File: config.mk
export PLATFORM = sky130hd
export DESIGN_NAME = pd_class_result_power_budget
export DESIGN_NICKNAME = d
export VERILOG_FILES = /design/src/hw/pdcrpb_pkg.sv /design/src/hw/pdcrpb_sync.sv /design/src/hw/pd_class_result_power_budget.sv
export SDC_FILE = /design/constraint.sdc
export NUM_CORES = 1
export LEC_CHECK = 0
export BUFFER_PORTS_ARGS = -buffer_cell sky130_fd_sc_hd__buf_2
export CORE_ASPECT_RATIO = 2
export CORE_UTILIZATION = 60
export CTS_CLUSTER_DIAMETER = 60
export DETAILED_ROUTE_END_ITERATION = 16
export PLACE_DENSITY = 0.83
export REMOVE_ABC_BUFFERS = 1
export SYNTH_ARGS = -nofsm -noshare
export SYNTH_HDL_FRONTEND = slang
export SYNTH_SLANG_ARGS = --single-unit
File: constraint.sdc
create_clock -name clk -period 7.3 [get_ports clk]
set_input_delay 1.095 -clock clk [delete_from_list [all_inputs] [get_ports clk]]
set_output_delay 1.095 -clock clk [all_outputs]
set_load 0.01 [all_outputs]
File: src/hw/pdcrpb_pkg.sv
//==========================================================
// Function
// - Leaving inrush for normal releases power good; pass switch on, no limiting.
// - Inrush time ms is capacitance uF times voltage V over 103.
// - Requested 4-6: open/open Class 3, open/low Class 4, msb low requested.
// - Requested 7-8: adds msb low lsb open Class 6, both low requested.
// - PSE type flag floats for Type 1/2, driven low for Type 3/4.
// - Autoclass select tied low disables; floating requests measurement from a Type 3/4 PSE.
// - During inrush power good output actively held low.
//==========================================================
package pdcrpb_pkg;
   localparam int          CLK_MHZ        = 125;
   localparam int          POWER_DELAY_MS = 80;
   localparam int          POWER_DELAY_CYC = POWER_DELAY_MS * CLK_MHZ * 1000;
   localparam int          INRUSH_DIVISOR = 103;
   localparam logic [3:0]  CLASS_RST      = 4'h0;
   localparam logic [3:0]  CLASS_3        = 4'h3;
   localparam logic [3:0]  CLASS_4        = 4'h4;
   localparam logic [3:0]  CLASS_6        = 4'h6;
   localparam logic [3:0]  CLASS_7        = 4'h7;
   typedef enum logic [2:0] {
      PDCRPB_IDLE   = 3'h0,
      PDCRPB_CLASS  = 3'h1,
      PDCRPB_INRUSH = 3'h2,
      PDCRPB_NORMAL = 3'h3
   } pdcrpb_state_t;
endpackage

File: src/hw/pdcrpb_sync.sv
`timescale 1ns/1ps
`default_nettype none
module pdcrpb_sync
   import pdcrpb_pkg::*;
#(
   parameter int WIDTH = 1
)(
   input  wire logic             clk,
   input  wire logic             rst,
   input  wire logic [WIDTH-1:0] din,
   output var  logic [WIDTH-1:0] dout
);
   logic [WIDTH-1:0] s1;
   logic [WIDTH-1:0] s2;
   logic [WIDTH-1:0] s3;

   always_ff @(posedge clk or posedge rst)
   begin
      if (rst)
      begin
         s1   <= '0;
         s2   <= '0;
         s3   <= '0;
         dout <= '0;
      end
      else
      begin
         s1 <= din;
         s2 <= s1;
         s3 <= s2;
         if (s2 == s3)
            dout <= s3;
      end
   end
endmodule
`default_nettype wire

File: src/hw/pd_class_result_power_budget.sv
`timescale 1ns/1ps
`default_nettype none
module pd_class_result_power_budget
   import pdcrpb_pkg::*;
#(
   parameter int POWER_DELAY = POWER_DELAY_CYC
)(
   input  wire logic       clk,
   input  wire logic       rst,
   input  wire logic       portAboveUvlo,
   input  wire logic       inrushDone,
   input  wire logic       classDone,
   input  wire logic [3:0] requestedClass,
   input  wire logic [3:0] assignedClass,
   input  wire logic       pseType34,
   input  wire logic       autoclassSelectFloat,
   output logic            powerGoodOe,
   output logic            powerGoodOut,
   output logic            passSwitchFullOn,
   output logic            currentLimitOn,
   output logic            classMsbOe,
   output logic            classLsbOe,
   output logic            classMsbOut,
   output logic            classLsbOut,
   output logic            pseTypeFlagOe,
   output logic            pseTypeFlagOut,
   output logic            autoclassRequest,
   output logic            powerDelayDone
);
   // Elaboration check on the delay count
   if (POWER_DELAY < 1)
   begin : gBadDelay
      $error("POWER_DELAY must be at least one cycle");
   end

   //==========================================================
   // Input synchronisers
   //==========================================================
   logic [3:0] syncIn;
   logic [3:0] syncOut;
   logic       uvloS;
   logic       inrushDoneS;
   logic       classDoneS;
   logic       acsS;

   assign syncIn = {autoclassSelectFloat, classDone, inrushDone, portAboveUvlo};

   pdcrpb_sync #(.WIDTH(4)) uSync (
      .clk  (clk),
      .rst  (rst),
      .din  (syncIn),
      .dout (syncOut)
   );

   assign uvloS       = syncOut[0];
   assign inrushDoneS = syncOut[1];
   assign classDoneS  = syncOut[2];
   assign acsS        = syncOut[3];

   //==========================================================
   // Start-up sequence
   //==========================================================
   pdcrpb_state_t state;
   pdcrpb_state_t next_state;

   always_comb
   begin
      next_state = state;
      case (state)
         PDCRPB_IDLE:
            if (classDoneS)
               next_state = PDCRPB_CLASS;
         PDCRPB_CLASS:
            if (uvloS)
               next_state = PDCRPB_INRUSH;
         PDCRPB_INRUSH:
            if (!uvloS)
               next_state = PDCRPB_IDLE;
            else if (inrushDoneS)
               next_state = PDCRPB_NORMAL;
         PDCRPB_NORMAL:
            if (!uvloS)
               next_state = PDCRPB_IDLE;
         default:
            next_state = PDCRPB_IDLE;
      endcase
   end

   always_ff @(posedge clk or posedge rst)
   begin
      if (rst)
         state <= PDCRPB_IDLE;
      else
         state <= next_state;
   end

   // Power good low in inrush, released in normal; switch fully on in normal
   always_ff @(posedge clk or posedge rst)
   begin
      if (rst)
      begin
         powerGoodOe      <= 1'b1;
         powerGoodOut     <= 1'b0;
         passSwitchFullOn <= 1'b0;
         currentLimitOn   <= 1'b0;
      end
      else
      begin
         powerGoodOut     <= 1'b0;
         powerGoodOe      <= (next_state != PDCRPB_NORMAL);
         passSwitchFullOn <= (next_state == PDCRPB_NORMAL);
         currentLimitOn   <= (next_state == PDCRPB_INRUSH);
      end
   end

   //==========================================================
   // Class result and PSE type indicators
   //==========================================================
   logic next_msbLow;
   logic next_lsbLow;

   always_comb
   begin
      next_msbLow = 1'b0;
      next_lsbLow = 1'b0;
      if (requestedClass >= CLASS_4)
      begin
         if (assignedClass == CLASS_4)
            next_lsbLow = 1'b1;
         else if (assignedClass == CLASS_6 && requestedClass >= CLASS_7)
            next_msbLow = 1'b1;
         else if (assignedClass > CLASS_3 && assignedClass == requestedClass)
         begin
            next_msbLow = 1'b1;
            next_lsbLow = (requestedClass >= CLASS_7);
         end
      end
   end

   always_ff @(posedge clk or posedge rst)
   begin
      if (rst)
      begin
         classMsbOe     <= 1'b0;
         classLsbOe     <= 1'b0;
         pseTypeFlagOe  <= 1'b0;
         classMsbOut    <= 1'b0;
         classLsbOut    <= 1'b0;
         pseTypeFlagOut <= 1'b0;
      end
      else
      begin
         classMsbOut    <= 1'b0;
         classLsbOut    <= 1'b0;
         pseTypeFlagOut <= 1'b0;
         if (state == PDCRPB_IDLE && classDoneS)
         begin
            classMsbOe    <= next_msbLow;
            classLsbOe    <= next_lsbLow;
            pseTypeFlagOe <= pseType34;
         end
         else if (state != PDCRPB_IDLE && next_state == PDCRPB_IDLE)
         begin
            classMsbOe    <= 1'b0;
            classLsbOe    <= 1'b0;
            pseTypeFlagOe <= 1'b0;
         end
      end
   end

   // Autoclass request only when pin floats and PSE is Type 3/4
   always_ff @(posedge clk or posedge rst)
   begin
      if (rst)
         autoclassRequest <= 1'b0;
      else
         autoclassRequest <= acsS && pseType34 && (state == PDCRPB_IDLE);
   end

   //==========================================================
   // Delay from undervoltage release to increased power
   //==========================================================
   logic [31:0] delayCnt;

   always_ff @(posedge clk or posedge rst)
   begin
      if (rst)
      begin
         delayCnt       <= '0;
         powerDelayDone <= 1'b0;
      end
      else if (!uvloS)
      begin
         delayCnt       <= '0;
         powerDelayDone <= 1'b0;
      end
      else if (delayCnt < 32'(POWER_DELAY))
         delayCnt <= delayCnt + 32'h1;
      else
         powerDelayDone <= 1'b1;
   end

   //==========================================================
   // Checks
   //==========================================================
   // Outputs follow next_state, so they match state in the same cycle
   a_pg_low_inrush: assert property (@(posedge clk) disable iff (rst)
      state == PDCRPB_INRUSH |-> powerGoodOe)
      else $error("power good not held low during inrush");
   a_pg_release: assert property (@(posedge clk) disable iff (rst)
      state == PDCRPB_NORMAL |-> !powerGoodOe && passSwitchFullOn && !currentLimitOn)
      else $error("power good not released in normal state");
   a_limit_inrush: assert property (@(posedge clk) disable iff (rst)
      currentLimitOn |-> state == PDCRPB_INRUSH)
      else $error("limiting outside inrush");
   a_class_lsb_four: assert property (@(posedge clk) disable iff (rst)
      state == PDCRPB_IDLE && classDoneS && requestedClass >= CLASS_4
      && assignedClass == CLASS_4 |=> classLsbOe && !classMsbOe)
      else $error("class 4 encoding wrong");
   a_class_three_open: assert property (@(posedge clk) disable iff (rst)
      state == PDCRPB_IDLE && classDoneS && assignedClass <= CLASS_3
      |=> !classLsbOe && !classMsbOe)
      else $error("class 3 encoding wrong");
   a_class_six_hi: assert property (@(posedge clk) disable iff (rst)
      state == PDCRPB_IDLE && classDoneS && requestedClass >= CLASS_7
      && assignedClass == CLASS_6 |=> classMsbOe && !classLsbOe)
      else $error("class 6 encoding wrong");
   a_pse_type: assert property (@(posedge clk) disable iff (rst)
      state == PDCRPB_IDLE && classDoneS |=> pseTypeFlagOe == $past(pseType34))
      else $error("pse type flag wrong");
   a_autoclass_off: assert property (@(posedge clk) disable iff (rst)
      !acsS |=> !autoclassRequest)
      else $error("autoclass requested while disabled");
   a_delay_early: assert property (@(posedge clk) disable iff (rst)
      $rose(uvloS) |-> !powerDelayDone [*8])
      else $error("power delay ended too early");
   a_open_drain: assert property (@(posedge clk) disable iff (rst)
      !powerGoodOut && !classMsbOut && !classLsbOut && !pseTypeFlagOut)
      else $error("open drain output driven high");

   c_normal: cover property (@(posedge clk) disable iff (rst)
      state == PDCRPB_INRUSH ##1 state == PDCRPB_NORMAL);
   c_class_req: cover property (@(posedge clk) disable iff (rst)
      classMsbOe && classLsbOe);
   c_delay: cover property (@(posedge clk) disable iff (rst) $rose(powerDelayDone));
   c_autoclass: cover property (@(posedge clk) disable iff (rst) autoclassRequest);
endmodule
`default_nettype wire

### Word level (Yosys, flattened, before mapping)

Cells that the tools add are included.
Widths: inputs -> output; s select.

| cells by class | value |
|---|---|
| $add $sub $neg | 1 |
| order comparisons | 4 |
| multiplexer cells | 22 |
| equality and inequality tests | 12 |
| reduce and logical (&&, ||, !) cells | 10 |

Operators by type and width:

| cell | count |
|---|---|
| $mux 32 | 2 |
| $add 32x1->32 const B | 1 |
| $lt 32x24->1 const B | 1 |
| $mux 3 | 5 |
| $mux 1 | 14 |
| $eq 3x2->1 const B | 4 |
| $pmux 3 s4 | 1 |
| $eq 4x3->1 const B | 2 |
| $eq 4x4->1 | 2 |
| $ge 4x3->1 const B | 2 |
| $logic_and 1x1->1 | 6 |
| $logic_not 3->1 | 2 |
| $gt 4x2->1 const B | 1 |
| $ne 2x2->1 const B | 2 |
| $eq 3x1->1 const B | 1 |
| $ne 3x2->1 const B | 1 |
| $reduce_bool 3->1 | 1 |
| $reduce_bool 2->1 | 1 |

| storage, ports and cells | value |
|---|---|
| output and inout bits | 12 |
| bits in registers | 59 |
| word-level logic and storage cells | 63 |
| input port bits | 15 |

### Logic depth before layout (Yosys ltp)

| depth | value |
|---|---|
| word-level depth | 7 |
| gate-level depth with buffers | 7 |

### Modules after synthesis

A second synthesis with hierarchy kept.

| second synthesis, totals | value |
|---|---|
| cell total of the unflattened synthesis | 242 |
| area, all modules | 2617.5 sq um |

By module, submodules not included:

| module | times used | seq. area each (sq um) | cells each | area an instance (sq um) |
|---|---|---|---|---|
| pd_class_result_power_budget | 1 | 1077.3 | 216 | 2120.8 |
| pdcrpb_sync | 1 | 400.4 | 26 | 496.7 |

### Worst setup path before layout

Ideal clock, no wire load.

| timing | value |
|---|---|
| path type | reg2reg |
| from | register delayCnt[16] |
| to | register delayCnt[13] |
| stages on the path, launching flop included | 7 |
| buffers on the path | 1 |
| data required time | 7221 ps |
| clock period less this slack | 2485 ps |
| setup slack | 4815 ps |
| arrival | 2406 ps |
| cell sequence | dfrtp_1 or4_4 o221a_4 or4_1 buf_2 or4_1 a21oi_1 |

| between the ends | value |
|---|---|
| cells in the longest elaborated chain, start to end | 2 |

RTL lines:

| what | RTL line | text |
|---|---|---|
| from (decl) | pd_class_result_power_budget.sv:183 | `logic [31:0] delayCnt;` |
| from (signal assigned) | pd_class_result_power_budget.sv:198 | `delayCnt <= delayCnt + 32'h1;` |
| $lt 32x24->1 | pd_class_result_power_budget.sv:197 | `else if (delayCnt < 32'(POWER_DELAY))` |
| $ne 2x2->1 (no line) | - |  |

No other way between the ends.
A chain may end at the register's enable or synchronous reset.

### Worst setup path in the final report

Same ends and word-level chain as after synthesis.

==> flow_metrics.py <==
metrics = {
    "final_layout": {
        "multi_input_area_sq_um": 1080,
        "drive_gt1_frac": 0.186,
        "n_fill_cell": 320,
        "fin_util": 0.719,
        "synthToLayoutAreaGrowth_pct": 13.2,
        "finish.instance_area_sq_um": 2970,
        "nets": 285,
        "diodes": 0,
        "ff_latch_area_sq_um": 1480,
    },
    "synthesis": {
        "yosysSeqAreaShare": 0.563,
        "synthSimpleGateAreaFrac": 0.222,
        "synth_top_area_cell": "dfrtp_1",
        "synth_compound_area_frac": 0.0944,
        "ys_warn_count": 0,
        "synth_fa_ha_area_frac": 0.00477,
        "async_reset_ff_frac": 1.00,
        "synth_xor_area_frac": 0.0334,
        "synth_area_per_cell_sq_um": 10.9,
        "syn-cell-area_sq_um": 2630,
        "ys_types": 46,
        "synthTopCellsByArea": "dfrtp_1 55%, mux2i_1 3.8%, and2_1 2.9%, nand2_1 2.9%, nand2b_1 2.6%",
        "synth_mux_area_frac": 0.0510,
        "synth_top_family_by_area": "simple AND/OR/NAND/NOR gates",
        "yosysTopAreaCellShare": 0.553,
        "synth_cells": 241,
        "synth-edff-count": 0,
        "ys.flop_type": "dfrtp_1",
        "yosys_register_bits": 59,
    },
    "global_routing": {
        "grt_pass1_vias": 1943,
        "grt_max_degree": 60,
        "gr-total-overflow": 0,
        "grt_pass1_wl_um": 8360,
        "grt_usage": 0.246,
        "antenna_found_initial": 0,
    },
    "route": {
        "wirelength_um": 5070,
        "routedWlPerCell_um": 15.6,
        "ant_nets": 0,
        "drc": 0,
        "post_drt_via_cell_ratio": 5.91,
        "vias": 1927,
        "drt_iter0_drc": 48,
        "drtPass1Iterations": 4,
    },
    "timing": {
        "rsz0062_at_grt": "no",
        "maxSlewViolCount": 0,
        "period_share": 0.381,
        "finalCriticalPeriod_ns": 2.78,
        "finalHoldViolCount": 0,
        "fin_worst_skew_ns": 0.00507,
        "setup_viol": 0,
        "slew_headroom": 0.322,
        "fmax_ghz": 0.360,
        "setup_tns_ns": 0,
        "fin_ws_ns": 4.52,
        "tightest_slew_ns": 1.01,
    },
    "place": {
        "place.gp.congestion": 0.836,
        "dpl-instance-area_sq_um": 2770,
        "io_buffers": 22,
        "place_worst_setup_slack_ns": 4.54,
        "dp_hpwl_um": 3450,
    },
    "critical_path": {
        "cp-end-kind": "flop",
        "cp_max_fo": 18,
        "crit_type": "flop to flop",
        "cp-start-kind": "flop",
        "cp.arrival_ns": 3.03,
        "required_ns": 7.55,
    },
    "floorplanning": {
        "die_y_um": 95.5,
        "pin_count": 27,
        "dieArea_sq_um": 4660,
        "coreArea_sq_um": 4130,
        "rows": 33,
        "start_util": 0.636,
        "dieWidth_um": 48.8,
    },
    "run_status": {
        "status": "completed",
    },
    "pwr": {
        "power.density_nw_per_um2": 257,
        "leakagePower_nw": 1.40,
        "ir_worst_vdd_mv": 0.291,
        "power_w": 0.000764,
    },
    "clocking": {
        "htreeDepth": 3,
        "postCtsSetupBuffers": 0,
        "cts.hold.buffers_added": 0,
        "max-clock-path-buffers": 2,
        "clock_latency_ns": 0.34,
        "numCtsBuffers": 9,
        "post_cts_resized": 0,
        "clock-sinks": 59,
        "cts.clk_slew.worst_paths_ns": 0.07,
        "cts_tree": "built",
        "cts-root-buf": "clkbuf_8",
    },
    "min_path": {
        "holdCritPathClass": "flop to flop",
    },
    "job": {
        "drv_cap": 0,
    },
}
==> cell families (layout without fill, tap and decap cells) <==
kind of cell	after synthesis	in the layout
other cells	1	5
mux	13	13
flops	59	59
simple gates	103	103
xor+xnor	10	10
buf+inv	17	46
compound gates	37	37
fa+ha+maj	1	1
==> layout by cell type (no fill, tap or decap), types with 9 or more instances in the layout <==
cell type / instances
o21ai_0: 10
nand4_1: 9
dfrtp_1: 58
a21oi_1: 10
buf_2: 22
nand2b_1: 11
mux2i_1: 10
nand2_1: 20
and2_1: 12
nor2_1: 11
clkbuf_8: 9
==> power breakdown <==
group	leakage [nW]	internal (W)	switching (W)	total, W
Sequential	0.780	0.000349	0.0000321	0.000381
Combinational	0.522	0.0000351	0.0000528	0.0000878
Clock	0.0998	0.000159	0.000135	0.000295
==> cell usage after synthesis, drive strengths merged (2+ instances only) <==
cell    instances
mux2            3
and3            5
nor2           11
nand4           9
nor2b           2
nor4            5
xor2            6
clkbuf          5
and2           12
nand3           7
xnor2           4
nand2b         11
a22o            2
inv             6
a31o            2
a31oi           2
nand2          20
buf             5
o31ai           3
dfrtp          58
or3             6
o21ai          10
mux2i          10
or4             3
nor3            5
a311oi          2
a21oi          10
==> path summary, 6_finish.rpt <==
check	slack (ns)	cells after the start	startpoint	to
setup / recovery	4.52	5	delayCnt[16]	delayCnt[13]
setup reg to reg	4.52	5	delayCnt[16]	delayCnt[13]
hold reg to reg	0.35	0	uSync.s1[3]	uSync.s2[3]
max in group asynchronous	5.88	3	rst	delayCnt[14]
hold / removal	0.35	0	uSync.s1[3]	uSync.s2[3]
min in group asynchronous	0.94	3	rst	uSync.s1[2]
==> stage by stage <==
step	hold WS (ns)	cells
after floorplan	0.331	235
after global placement	0.331	310
after detailed placement	0.338	310
after CTS	0.356	326
after global routing	0.361	326
final	0.353	326
==> worst max-delay path: stages, from the launching register on <==
cell	delay, ns
dfrtp_1	0.41
or4_4	0.54
o221a_4	0.27
or4_1	0.75
or4_1	0.55
a21oi_1	0.16
==> metal layers <==
layer,GRT usage,part of all wire
met5,0,0
met4,0.167,0.028
met3,0.0718,0.041
met2,0.444,0.55
met1,0.237,0.38
==> registers in the layout, indices dropped and copies added (netlist names), 3 cells and up <==
name / cells
uSync.dout: 4
state: 3
uSync.s1: 4
uSync.s3: 4
uSync.s2: 4
delayCnt: 32
==> layout make-up <==
class | instances | share of cell area
repair buffers | 23 | 0.0396
clock inverters | 7 | 0.0261
clock buffers | 9 | 0.0417
well taps | 52 | 0.0219
inverters | 7 | 0.00885
flip-flops and latches | 59 | 0.497
multi-input cells | 169 | 0.364
No activity file was read; power rests on OpenSTA's default activity.
